### config.mk
export PLATFORM = sky130hd
export DESIGN_NAME = host_port_status_flags
export DESIGN_NICKNAME = d
export VERILOG_FILES = /design/src/host_port_status_pkg.sv /design/src/host_port_status_flags.sv /design/src/note_flag.sv
export VERILOG_INCLUDE_DIRS = /design/src /design/src/src
export SDC_FILE = /design/constraint.sdc
export NUM_CORES = 1
export LEC_CHECK = 0
export ABC_AREA = 1
export BUFFER_PORTS_ARGS = -buffer_cell sky130_fd_sc_hd__buf_2
export CORE_UTILIZATION = 45
export DETAILED_ROUTE_END_ITERATION = 12
export PLACE_DENSITY_LB_ADDON = 0.1
export SYNTH_ARGS = -nofsm -noshare
export SYNTH_HDL_FRONTEND = slang
export SYNTH_SLANG_ARGS = --single-unit
### constraint.sdc
create_clock -name sys_clk -period 0.9 [get_ports sys_clk]
set_input_delay 0.18 -clock sys_clk [delete_from_list [all_inputs] [get_ports sys_clk]]
set_output_delay 0.18 -clock sys_clk [all_outputs]
set_load 0.02 [all_outputs]
### src/host_port_status_consts.svh
// constants for the host port status word block
`ifndef HOST_PORT_STATUS_CONSTS_SVH
`define HOST_PORT_STATUS_CONSTS_SVH
`define BIT_SUPPLY_VALID 15
`define BIT_ID_LEVEL 14
`define BIT_RSVD13 13
`define BIT_FRAME_P2 12
`define BIT_RSVD11 11
`define BIT_FRAME_P1 10
`define BIT_RESET_P2 9
`define BIT_MBOX_IN 8
`define BIT_WAKE_P2 7
`define BIT_WAKE_P1 6
`define BIT_NOTE_P2 5
`define BIT_NOTE_P1 4
`define BIT_DONE_P2 3
`define BIT_DONE_P1 2
`define BIT_RESET_P1 1
`define BIT_MBOX_OUT 0
`define NOTE_P1_OFFSET 16'h0144
`define NOTE_P2_OFFSET 16'h0148
`define ROUTE_FRAME_P2 13
`define ROUTE_FRAME_P1 11
`define ROUTE_RESET_P2 9
`define ROUTE_WAKE_P2 7
`define ROUTE_WAKE_P1 6
`define ROUTE_DONE_P2 3
`define ROUTE_DONE_P1 2
`define ROUTE_RESET_P1 1
`define WORD_ZERO 16'h0000
`define SUPPLY_SETTLE_NS 10000
`define SYS_PERIOD_NS 10
`endif

### src/host_port_status_pkg.sv
// types for the host port status word block
package host_port_status_pkg;
    typedef logic [15:0] word_t;
    typedef enum logic [1:0] {
        NOTE_IDLE = 2'b00,
        NOTE_PENDING = 2'b01
    } note_state_e;
endpackage

### src/host_port_status_flags.sv
// status word of the parallel host link with mailbox and message flags
`timescale 1ns/1ns
`default_nettype none
`include "host_port_status_consts.svh"
module host_port_status_flags
(
    input wire logic sys_clk,
    input wire logic nrst,
    input wire logic supplyAboveRaw,
    input wire logic otgIdentityPinLevelRaw,
    input wire logic [7:0] engineIrq,
    input wire logic [15:0] routeToHost,
    input wire logic hostStatusRead,
    input wire logic hostMailboxWrite,
    input wire logic hostMailboxRead,
    input wire logic hostNoteRead1,
    input wire logic hostNoteRead2,
    input wire host_port_status_pkg::word_t hostData,
    input wire logic cpuMailboxWrite,
    input wire logic cpuMailboxRead,
    input wire logic cpuNoteWrite,
    input wire logic [15:0] cpuAddr,
    input wire host_port_status_pkg::word_t cpuData,
    output logic [15:0] hostStatusWord,
    output logic [15:0] mailboxWord,
    output logic [15:0] notePort1,
    output logic [15:0] notePort2,
    output logic hostAttentionIrq
);
    import host_port_status_pkg::*;

    // engineIrq lanes: 0 frame1 1 frame2 2 reset1 3 reset2 4 wake1 5 wake2 6 done1 7 done2
    typedef struct packed {
        logic [1:0] supplySync;
        logic [1:0] idSync;
        word_t status;
        word_t mailbox;
        word_t note1;
        word_t note2;
        logic mboxIn;
        logic mboxOut;
        logic attention;
        logic irqOut;
    } state_s;
    state_s state_reg;
    state_s state_next;

    logic note1Flag;
    logic note2Flag;
    logic note1Write;
    logic note2Write;
    logic [7:0] routed;

    // note writes decode on the note word offsets
    assign note1Write = cpuNoteWrite && (cpuAddr == `NOTE_P1_OFFSET);
    assign note2Write = cpuNoteWrite && (cpuAddr == `NOTE_P2_OFFSET);

    // =====================================
    // message flags
    note_flag uNote1 (
        .sys_clk(sys_clk),
        .nrst(nrst),
        .setPulse(note1Write),
        .clearPulse(hostNoteRead1),
        .flag(note1Flag)
    );
    note_flag uNote2 (
        .sys_clk(sys_clk),
        .nrst(nrst),
        .setPulse(note2Write),
        .clearPulse(hostNoteRead2),
        .flag(note2Flag)
    );

    // =====================================
    // routing gate for engine interrupts
    assign routed[0] = engineIrq[0] & routeToHost[`ROUTE_FRAME_P1];
    assign routed[1] = engineIrq[1] & routeToHost[`ROUTE_FRAME_P2];
    assign routed[2] = engineIrq[2] & routeToHost[`ROUTE_RESET_P1];
    assign routed[3] = engineIrq[3] & routeToHost[`ROUTE_RESET_P2];
    assign routed[4] = engineIrq[4] & routeToHost[`ROUTE_WAKE_P1];
    assign routed[5] = engineIrq[5] & routeToHost[`ROUTE_WAKE_P2];
    assign routed[6] = engineIrq[6] & routeToHost[`ROUTE_DONE_P1];
    assign routed[7] = engineIrq[7] & routeToHost[`ROUTE_DONE_P2];

    // =====================================
    // next state: status assembly is independent of any memory access
    always_comb
    begin
        state_next = state_reg;
        state_next.supplySync = {state_reg.supplySync[0], supplyAboveRaw};
        state_next.idSync = {state_reg.idSync[0], otgIdentityPinLevelRaw};
        // mailbox data and in flag, set wins over clear
        if (hostMailboxWrite)
            state_next.mailbox = hostData;
        else if (cpuMailboxWrite)
            state_next.mailbox = cpuData;
        if (hostMailboxWrite)
            state_next.mboxIn = 1'b1;
        else if (cpuMailboxRead)
            state_next.mboxIn = 1'b0;
        if (cpuMailboxWrite)
            state_next.mboxOut = 1'b1;
        else if (hostMailboxRead)
            state_next.mboxOut = 1'b0;
        // attention line
        if (cpuMailboxWrite || note1Write || note2Write)
            state_next.attention = 1'b1;
        else if (hostMailboxRead)
            state_next.attention = 1'b0;
        // interrupt output: sticky attention or any routed engine interrupt
        state_next.irqOut = state_next.attention | (|routed);
        // note words keep whatever was last written
        if (note1Write)
            state_next.note1 = cpuData;
        if (note2Write)
            state_next.note2 = cpuData;
        // status word, only the host port sees it
        state_next.status = `WORD_ZERO;
        state_next.status[`BIT_SUPPLY_VALID] = state_reg.supplySync[1];
        state_next.status[`BIT_ID_LEVEL] = state_reg.idSync[1];
        state_next.status[`BIT_FRAME_P2] = routed[1];
        state_next.status[`BIT_FRAME_P1] = routed[0];
        state_next.status[`BIT_RESET_P2] = routed[3];
        state_next.status[`BIT_RESET_P1] = routed[2];
        state_next.status[`BIT_MBOX_IN] = state_next.mboxIn;
        state_next.status[`BIT_WAKE_P2] = routed[5];
        state_next.status[`BIT_WAKE_P1] = routed[4];
        state_next.status[`BIT_NOTE_P2] = note2Flag;
        state_next.status[`BIT_NOTE_P1] = note1Flag;
        state_next.status[`BIT_DONE_P2] = routed[7];
        state_next.status[`BIT_DONE_P1] = routed[6];
        state_next.status[`BIT_MBOX_OUT] = state_next.mboxOut;
    end

    // state register; note words reset to zero as a defined value
    always_ff @(posedge sys_clk or negedge nrst)
    begin
        if (!nrst)
            state_reg <= '0;
        else
            state_reg <= state_next;
    end

    // outputs straight from flip-flops, no CPU read path exists
    assign hostStatusWord = state_reg.status;
    assign mailboxWord = state_reg.mailbox;
    assign notePort1 = state_reg.note1;
    assign notePort2 = state_reg.note2;
    assign hostAttentionIrq = state_reg.irqOut;
endmodule
`default_nettype wire

### src/note_flag.sv
// one sticky message flag: set by a write, cleared by a read, set wins
`timescale 1ns/1ns
`default_nettype none
module note_flag
(
    input wire logic sys_clk,
    input wire logic nrst,
    input wire logic setPulse,
    input wire logic clearPulse,
    output logic flag
);
    import host_port_status_pkg::*;

    typedef struct packed {
        note_state_e st;
    } state_s;
    state_s state_reg;
    state_s state_next;

    // =====================================
    // next state
    always_comb
    begin
        state_next = state_reg;
        case (state_reg.st)
            NOTE_IDLE:
            begin
                if (setPulse)
                    state_next.st = NOTE_PENDING;
            end
            NOTE_PENDING:
            begin
                if (clearPulse && !setPulse)
                    state_next.st = NOTE_IDLE;
            end
            default: state_next.st = NOTE_IDLE;
        endcase
    end

    // state register
    always_ff @(posedge sys_clk or negedge nrst)
    begin
        if (!nrst)
            state_reg <= '{st: NOTE_IDLE};
        else
            state_reg <= state_next;
    end

    assign flag = (state_reg.st == NOTE_PENDING);
endmodule
`default_nettype wire

==> results by group, run 1 <==
CTS
  • Clk slew on worst S/H paths: 0.07 ns
  • CTS Root Cell: clkbuf_8
  • Sink Count: 70
  • TritonCTS Buffers: 9
  • CTS tree: done
  • Max clock buf depth: 2
  • Later-pin clock latency in the skew report: 0.34 ns
  • H-tree depth: 3

Synth
  • Sequential share of the synthesized area: 52.7%
  • Post-synth cell types: 21
  • Synth warn: 0
  • Mapped Area: 0.00333 mm2
  • Mapped Cells: 338
  • Synthesized flop and latch total: 70
  • Mapped Avg Cell Area: 9.84 um2

Pwr
  • Leak: 2.60 nW
  • Cell Pwr Density: 1380 mW/mm2
  • Power, Total: 6.79 mW
  • VDD IR max: 1.11 mV

Timing
  • Post-layout min period: 1.07 ns
  • Setup ws final: -0.170 ns
  • Fin. Hold Viols: 0
  • Final count of pins violating max slew: 0
  • F_max: 935 MHz
  • Min Hold Slack: 0.0182 ns
  • Final Cycle Share: 119%
  • Setup-failing EPs final: 69
  • RSZ-0062 raised after global routing: yes
  • Clock Skew: 0.00226 ns

Min path
  • Hold worst-path end: hostStatusWord[8]$_DFF_PN0_
  • Hold crit path type: in -> reg
  • Min-Delay Startpoint: cpuMailboxRead
  • Hold Crit Depth: 2

Floorplanning
  • FP Rows: 30
  • IO Count: 149
  • Die width: 88.0 um
  • Initial Util: 47.7%
  • Core area: 0.00698 mm2
  • Die area: 0.00774 mm2
  • Die Y: 88.0 um

Critical path
  • CP Capture Type: output pin
  • R2R setup slack: -0.01 ns
  • Max stage delay cell, worst path: dfrtp_1
  • Worst setup SP type: flip-flop
  • Crit Path Class: reg -> out
  • Cell family with most CP delay: flip-flops
  • Max stage delay on crit path: 0.41 ns
  • Buf+Inv Stages, Crit Path: 1
  • Worst-path cell chain: buf_6
  • Worst Path Arrival: 0.89 ns
  • Critical register-to-register path endpoint: mailboxWord[6]$_DFFE_PN0P_
  • Reg2reg path depth: 4
  • CP Max Fanout: 2
  • CP Data Required Time: 0.72 ns
  • Reg2Reg Launch Point: mailboxWord[6]$_DFFE_PN0P_

Drt
  • WL final: 7.79 mm
  • Drt wl/cell: 13.7 um
  • ANT nets after route: 0
  • DRT Pass-1 Iters: 4
  • Via count: 2572
  • Vias per cell: 4.52
  • Residual DRC: 0
  • 1st-iter DRT viols: 34

Outcome
  • Status: finished, violations left
  • Failing checks: negative setup slack

Cells and area
  • Fillers: 558
  • Antenna fix cells: 0
  • Storage cell area: 0.00175 mm2
  • Synth-to-layout area growth: 48.3%
  • Final net count: 553
  • Share of cells above drive strength 1: 59.6%
  • Multi-input logic area: 996 um2

Job
  • Max Cap Viol: 0

Global routing
  • Total gr overflow: 0
  • Initial antenna violation count: 0
  • First-pass GRT wire length: 11.2 mm
  • GRT Overall Usage: 20.0%
  • Pin count of the biggest net entering global routing: 71
  • Vias in the first global route: 2470

Placement
  • DP HPWL: 4.96 mm
  • Port Buffers: 137
  • RePlAce Congestion: 0.713
==> worst max path at each step <==
stage	slack, ns	startpoint	endpoint	cells past startpoint
2_1_floorplan	-0.12	cpuAddr[8]	notePort1[11]$_DFFE_PN0P_	8
3_3_place_gp	-0.32	cpuAddr[8]	notePort1[9]$_DFFE_PN0P_	9
3_5_place_dp	-0.35	cpuAddr[8]	notePort1[7]$_DFFE_PN0P_	9
4_1_cts	-0.19	notePort1[0]$_DFFE_PN0P_	notePort1[0]	1
5_1_grt	-0.21	notePort2[0]$_DFFE_PN0P_	notePort2[0]	1
6_report	-0.17	notePort1[8]$_DFFE_PN0P_	notePort1[8]	1
==> cells in the final DEF, fill, tap and decap left out <==
cell type	count
clkbuf_1	1
buf_12	8
conb_1	2
nand4_1	2
buf_6	69
nor2_2	3
nor2_4	6
o21ai_2	32
o21ai_0	1
buf_4	39
buf_2	69
dlygate4sd3_1	5
a21oi_2	1
inv_1	34
nand3_4	1
bufinv_16	1
clkinv_2	2
dfrtp_1	70
o21ai_1	2
inv_8	1
nor2_1	2
nand2_1	54
clkbuf_8	10
inv_6	1
inv_2	3
o211ai_1	16
nand3_2	1
clkbuf_16	3
nand3_1	2
nand2_4	6
nand2_2	24
clkinvlp_4	1
inv_12	1
==> power by group <==
group | switching (mW) | internal (mW)
Combinational | 0.504 | 0.501
Clock | 1.12 | 1.33
Sequential | 0.0705 | 3.26
==> synthesized netlist by cell type, drive strengths merged <==
cell | count | share of area (%)
a21oi | 1 | 0.15
buf | 73 | 17
clkbuf | 1 | 0.11
conb | 1 | 0.11
dfrtp | 70 | 53
inv | 40 | 4.5
nand2 | 84 | 9.8
nand3 | 4 | 0.98
nand4 | 2 | 0.38
nor2 | 11 | 1.8
o211ai | 16 | 3.6
o21ai | 35 | 8.9
==> through the flow <==
| stage | worst slack, ns | TNS, ns | utilization (%) | area (um2) | cells |
|---|---|---|---|---|---|
| 2_1_floorplan | -0.117 | -2.94 | - | 3430 | 339 |
| 3_3_place_gp | -0.316 | -10.82 | 55.2 | 3850 | 512 |
| 3_5_place_dp | -0.347 | -11.43 | 55.2 | 3850 | 512 |
| 4_1_cts | -0.189 | -10.28 | 66.9 | 4670 | 556 |
| 5_1_grt | -0.211 | -12.47 | 70.6 | 4930 | 569 |
| 6_report | -0.170 | -9.34 | 70.6 | 4930 | 569 |
==> logic make-up (layout without fill, tap and decap cells) <==
logic type             after synthesis  in the layout  share of synthesized area, %
other                                1              2                         0.113
and+or+nand+nor                    101            101                          13.0
AOI/OAI and AO/OA                   52             52                          12.6
buffers and inverters              114            248                          21.6
DFF                                 70             70                          52.7
==> routing by layer <==
| layer | wire [um] | global-route usage (%) |
|---|---|---|
| met1 | 2960 | 22.1 |
| met2 | 4260 | 35.4 |
| met3 | 448 | 6.88 |
| met4 | 115 | 7.30 |
| met5 | 0 | 0 |
==> what timing repair did <==
item / in CTS / in global routing
pin swaps: 0 / 7
gates cloned: 0 / 3
endpoints found under the setup margin: 63 / 96
endpoints found under the hold margin: 74 / 0
resized for setup: 126 / 31
hold buffers: 5 / 0
setup buffers: 24 / 10
==> layout make-up <==
class / count / area share, %
Clock buffer: 11 / 2.87
Clock inverter: 4 / 0.964
Inverter: 40 / 3.55
Multi-Input combinational cell: 155 / 20.2
Sequential cell: 70 / 35.5
Tap cell: 96 / 2.44
Timing Repair Buffer: 193 / 34.5
No activity file was read; power rests on OpenSTA's default activity.
==> inputs of run 2 (changes only) <==
Settings changed: BUFFER_PORTS_ARGS -buffer_cell sky130_fd_sc_hd__buf_2 to unset, DONT_BUFFER_PORTS set to 1.
==> run 2 against run 1 <==
  * The flow finishes with violations (negative hold slack, negative setup slack)
  * Setup slack gained 0.023 ns
  * Clock-buffer cell count grew 1
  * Via count shrank 20%
  * Sequential power grew 3%
  * Die area is the same
  * Clock skew shrank 0.0017 ns
  * Non-clock buffer count shrank 127
  * Global-route usage shrank 1.9 points
  * Hold slack lost 0.48 ns
==> results by group, run 2 (same netlist as run 1, synthesis figures left out) <==
Global routing
  • GRT Overall Usage: 18.1% (-1.9 points)
  • Total gr overflow: 0 (unchanged)
  • Initial antenna violation count: 0 (unchanged)
  • Vias in the first global route: 2110 (-15%)
  • First-pass GRT wire length: 10.2 mm (-8.7%)
  • Pin count of the biggest net entering global routing: 71 (unchanged)

Drt
  • Drt wl/cell: 15.0 um (+9.7%)
  • Vias per cell: 4.62 (+2.2%)
  • DRT Pass-1 Iters: 4 (unchanged)
  • WL final: 6.65 mm (-15%)
  • 1st-iter DRT viols: 67 (+97%)
  • Via count: 2046 (-20%)
  • Residual DRC: 0 (unchanged)
  • ANT nets after route: 0 (unchanged)

CTS
  • Later-pin clock latency in the skew report: 0.32 ns (-0.02 ns)
  • Sink Count: 70 (unchanged)
  • CTS Root Cell: clkbuf_8
  • CTS tree: done
  • H-tree depth: 3 (unchanged)
  • TritonCTS Buffers: 9 (unchanged)
  • Max clock buf depth: 2 (unchanged)
  • Clk slew on worst S/H paths: 0.07 ns (about the same)

Cells and area
  • Commonest non-fill, non-tap cells in the layout: nand2_1, dfrtp_2, inv_1
  • Share of cells above drive strength 1: 46.1% (-14 points)
  • Fin area: 0.00391 mm2 (-21%)
  • Antenna fix cells: 0 (unchanged)
  • Final net count: 426 (-23%)
  • Commonest non-fill, non-tap cell in the layout: nand2_1
  • Fin util: 56.0% (-15 points)
  • Synth-to-layout area growth: 17.5%

Pwr
  • Leak: 1.88 nW (-28%)
  • VDD IR max: 0.826 mV (-25%)
  • Power, Total: 6.08 mW (-10%)
  • Cell Pwr Density: 1560 mW/mm2 (+13%)

Job
  • Max Cap Viol: 0 (unchanged)

Floorplanning
  • Initial Util: 47.7% (unchanged)
  • IO Count: 149 (unchanged)
  • Die Y: 88.0 um (unchanged)
  • Core area: 0.00698 mm2 (unchanged)
  • Die width: 88.0 um (unchanged)
  • Die area: 0.00774 mm2 (unchanged)
  • FP Rows: 30 (unchanged)

Critical path
  • Max stage delay cell, worst path: dfrtp_1
  • Reg2Reg Launch Point: notePort1[8]$_DFFE_PN0P_
  • Crit Path Class: reg -> out
  • CP Max Fanout: 2 (unchanged)
  • R2R setup slack: 0.04 ns (+0.05 ns)
  • Max stage delay on crit path: 0.40 ns (about the same)
  • Critical register-to-register path endpoint: notePort1[8]$_DFFE_PN0P_
  • Critical Path Start: mailboxWord[0]$_DFFE_PN0P_
  • Reg2reg path depth: 4 (unchanged)
  • Worst-path cell chain: buf_6
  • Critical path capture point: mailboxWord[0]
  • Buf+Inv Stages, Crit Path: 1 (unchanged)
  • Worst Path Arrival: 0.87 ns (-0.02 ns)
  • CP Data Required Time: 0.72 ns (about the same)
  • CP Capture Type: output pin
  • Cell family with most CP delay: flip-flops
  • Worst setup SP type: flip-flop
  • Crit path depth: 1 (unchanged)

Placement
  • Port Buffers: 0 (-100%)
  • Post-DP Area: 0.00314 mm2 (-19%)
  • Setup Slack @ Placement: -0.180 ns (+0.167 ns)
  • RePlAce Congestion: 0.712 (-0.24%)
  • DP HPWL: 4.23 mm (-15%)

Timing
  • Final count of pins violating max slew: 0 (unchanged)
  • Clock Skew: 0.000565 ns (-0.00170 ns)
  • Setup TNS: -4.59 ns (+4.75 ns)
  • Fin. Hold Viols: 70 (+70)
  • Min Hold Slack: -0.457 ns (-0.475 ns)
  • Post-layout min period: 1.05 ns (-0.0231 ns)
  • Final Cycle Share: 116% (-2.6 points)
  • F_max: 955 MHz (+2.2%)
  • Setup-failing EPs final: 63 (-8.7%)
  • Setup ws final: -0.147 ns (+0.0231 ns)
  • RSZ-0062 raised after global routing: yes

Outcome
  • Status: finished, violations left
  • Failing checks: negative hold slack, negative setup slack

Min path
  • Hold crit path type: in -> async
[run 2: what timing repair did]
action,4_1_cts,5_1_grt
pin swaps,0,12
endpoints found under the hold margin,101,71
setup buffers,7,6
gates resized for setup,59,20
endpoints found under the setup margin,63,80
hold buffers,38,1
[run 2: report_power, final]
part | switching [mW] | internal [mW] | total, mW
Combinational | 0.268 | 0.313 | 0.581
Sequential | 0.150 | 3.27 | 3.42
Clock | 1.09 | 0.994 | 2.08
[run 2: per-stage QoR]
stage	cells	hold slack (ns)
floorplan	339	-0.116
detailed placement	378	-0.114
finish	443	-0.457
CTS	439	-0.484
global route	443	-0.500
global placement	378	-0.114
[run 2: worst min-delay path by stage]
stage                                  to  from  slack, ns
3_3_place_gp     notePort1[7]$_DFFE_PN0P_  nrst      -0.11
3_5_place_dp     notePort1[6]$_DFFE_PN0P_  nrst      -0.11
2_1_floorplan  hostAttentionIrq$_DFF_PN0_  nrst      -0.12
4_1_cts        mailboxWord[3]$_DFFE_PN0P_  nrst      -0.48
6_report         notePort1[4]$_DFFE_PN0P_  nrst      -0.46
5_1_grt          notePort1[2]$_DFFE_PN0P_  nrst      -0.50
[run 2: per-layer routing]
| metal | vias to the layer above | track usage [%] | wire, um |
|---|---|---|---|
| met5 | - | 0 | 0 |
| met4 | 0 | 5.37 | 80 |
| met3 | 8 | 6.88 | 494 |
| met2 | 86 | 32.6 | 3450 |
| met1 | 964 | 19.7 | 2630 |
| li1 | 988 | - | - |
[run 2: layout make-up]
| type | instances | area [um2] |
|---|---|---|
| clock buffer | 12 | 135 |
| clock inverter | 4 | 23.8 |
| timing repair buffer | 66 | 711 |
| fill | 606 | 3070 |
| multi-input combinational | 155 | 927 |
| inverter | 40 | 175 |
| sequential | 70 | 1820 |
| tap | 96 | 120 |
==> inputs of run 3 (changes only) <==
Settings changed: HOLD_SLACK_MARGIN set to 0.12.
Clock period 0.9 ns to 1.3 ns, I/O delays scaled along.
==> run 3 against run 2 <==
  * The flow finishes with violations (negative hold slack)
  * Largest power group unchanged
  * Sequential power decreased by 30%
  * Cell area fell by 5.6%
  * Clock power decreased by 18%
  * Critical path depth is 3 higher
  * Wire length up 0.44%
  * Flip-flop and latch count unchanged
==> results by group, run 3 (same netlist as run 1, synthesis figures left out) <==
Critical path
  • R2R setup slack: 0.05 ns (about the same)
  • CP most frequent cell: dlygate4sd3_1
  • Crit Path Class: in -> reg
  • Reg2reg path depth: 3 (-1)
  • Buf+Inv Stages, Crit Path: 3 (+2)
  • Worst Path Arrival: 1.52 ns (+0.65 ns)
  • CP Capture Type: flip-flop
  • Max stage delay on crit path: 0.58 ns (+0.18 ns)
  • Max stage delay cell, worst path: dlygate4sd3_1
  • Reg2Reg Launch Point: hostStatusWord[0]$_DFF_PN0_
  • Critical path capture point: hostStatusWord[12]$_DFF_PN0_
  • Critical Path Start: routeToHost[13]
  • Worst setup SP type: input pin
  • Critical register-to-register path endpoint: hostStatusWord[0]$_DFF_PN0_
  • Crit path depth: 4 (+3)
  • Cell family with most CP delay: buffers and inverters
  • CP Data Required Time: 1.54 ns (+0.82 ns)
  • CP Max Fanout: 2 (unchanged)
  • Worst-path cell chain: dlygate4sd3_1, nand2_1, dlygate4sd3_1, inv_1

Floorplanning
  • Die Y: 88.0 um (unchanged)
  • Core area: 0.00698 mm2 (unchanged)
  • Die width: 88.0 um (unchanged)
  • Initial Util: 47.7% (unchanged)
  • IO Count: 149 (unchanged)
  • FP Rows: 30 (unchanged)
  • Die area: 0.00774 mm2 (unchanged)

Pwr
  • VDD IR max: 0.827 mV (+0.15%)
  • Leak: 1.78 nW (-5.1%)
  • Cell Pwr Density: 1190 mW/mm2 (-24%)

Drt
  • Via count: 2059 (+0.64%)
  • ANT nets after route: 0 (unchanged)
  • Residual DRC: 0 (unchanged)
  • Drt wl/cell: 15.4 um (+2.5%)
  • Vias per cell: 4.74 (+2.7%)
  • WL final: 6.68 mm (+0.44%)
  • DRT Pass-1 Iters: 4 (unchanged)
  • 1st-iter DRT viols: 55 (-18%)

Cells and area
  • Synth-to-layout area growth: 10.9%
  • Commonest non-fill, non-tap cell in the layout: nand2_1
  • Final net count: 417 (-2.1%)
  • Antenna fix cells: 0 (unchanged)
  • Fin cells: 434 (-2.0%)
  • Commonest non-fill, non-tap cells in the layout: nand2_1, dfrtp_1, dlygate4sd3_1
  • Share of cells above drive strength 1: 19.2% (-27 points)

Placement
  • Port Buffers: 0 (unchanged)
  • Placed cells: 368 (-2.6%)
  • DP HPWL: 4.32 mm (+2.1%)
  • RePlAce Congestion: 0.683 (-4.0%)

Global routing
  • GRT Overall Usage: 18.6% (+0.47 points)
  • Vias in the first global route: 2154 (+2.1%)
  • Total gr overflow: 0 (unchanged)
  • Pin count of the biggest net entering global routing: 71 (unchanged)
  • Initial antenna violation count: 0 (unchanged)
  • First-pass GRT wire length: 10.6 mm (+3.5%)

CTS
  • Cts hold-fix bufs: 51 (+34%)
  • Sink Count: 70 (unchanged)
  • H-tree depth: 3 (unchanged)
  • Max clock buf depth: 2 (unchanged)
  • CTS tree: done
  • Later-pin clock latency in the skew report: 0.34 ns (+0.02 ns)
  • Clk slew on worst S/H paths: 0.08 ns (about the same)
  • TritonCTS Buffers: 9 (unchanged)
  • Setup bufs post-CTS: 0 (-7)
  • CTS Root Cell: clkbuf_8

Timing
  • Clock Skew: 0.00706 ns (+0.00650 ns)
  • RSZ-0062 raised after global routing: no
  • F_max: 781 MHz
  • Setup TNS: 0 ns (+4.59 ns)
  • Setup-failing EPs final: 0 (-100%)
  • Min Hold Slack: -0.393 ns (+0.0646 ns)
  • Final Cycle Share: 98.4%
  • Fin. Hold Viols: 70 (unchanged)
  • Final count of pins violating max slew: 0 (unchanged)
  • Post-layout min period: 1.28 ns

Outcome
  • Status: finished, violations left
  • Failing checks: negative hold slack

Min path
  • Hold crit path type: in -> async

Job
  • Max Cap Viol: 0 (unchanged)
-- run 3: changes by cell type in the layout (fill, tap and decap cells not counted), sizes merged --
cell	before	now
clkbuf	12	10
bufinv	0	1
buf	27	7
clkinv	4	5
dlygate4sd3	27	49
dlymetal6s4s	12	1
-- run 3: cell type report --
type / instances / area (um2)
Timing Repair Buffer: 57 / 618
Clock buffer: 10 / 128
Inverter: 40 / 150
Sequential cell: 70 / 1750
Multi-Input combinational cell: 155 / 860
Tap cell: 96 / 120
Clock inverter: 6 / 62.6
Fill cell: 624 / 3290
-- run 3: per-stage QoR --
| step | utilization (%) | worst slack (ns) | power (mW) | hold WS, ns | cell area, um2 |
|---|---|---|---|---|---|
| after floorplan | - | 0.194 | 2.66 | -0.0356 | 3330 |
| after global placement | 42.9 | 0.133 | 2.61 | -0.0343 | 3000 |
| after detailed placement | 42.9 | 0.122 | 2.61 | -0.0342 | 3000 |
| after CTS | 53.0 | 0.0394 | 4.46 | -0.415 | 3700 |
| after global routing | 52.9 | 0.00556 | 4.58 | -0.418 | 3690 |
| final | 52.9 | 0.0203 | 4.39 | -0.393 | 3690 |
-- run 3: where the power goes --
group	switching (mW)	leakage, nW	internal, mW
registers	0.134	0.911	2.25
clock network	0.820	0.100	0.883
logic	0.137	0.769	0.164
total	1.09	1.78	3.30
-- run 3: timing repair --
item | CTS | global route
hold endpoints to repair | 117 | 70
endpoints found under the setup margin | 0 | 11
resized for setup | 0 | 4
-- run 3: layer usage --
metal | share of wire, % | global-route usage [%] | vias up
met1 | 41 | 21.8 | 982
met4 | 1.3 | 7.15 | 0
met3 | 8.0 | 6.22 | 11
li1 | - | - | 981
met5 | 0 | 0 | -
met2 | 50 | 31.4 | 85
-- run 3: worst min path at each step --
stage	cells past startpoint	slack, ns	from	endpoint
after floorplan	0	-0.04	nrst	hostAttentionIrq$_DFF_PN0_
after global placement	0	-0.03	nrst	notePort1[6]$_DFFE_PN0P_
after detailed placement	0	-0.03	nrst	notePort1[6]$_DFFE_PN0P_
after CTS	0	-0.42	nrst	notePort1[6]$_DFFE_PN0P_
after global routing	0	-0.42	nrst	notePort1[6]$_DFFE_PN0P_
final	0	-0.39	nrst	notePort2[15]$_DFFE_PN0P_
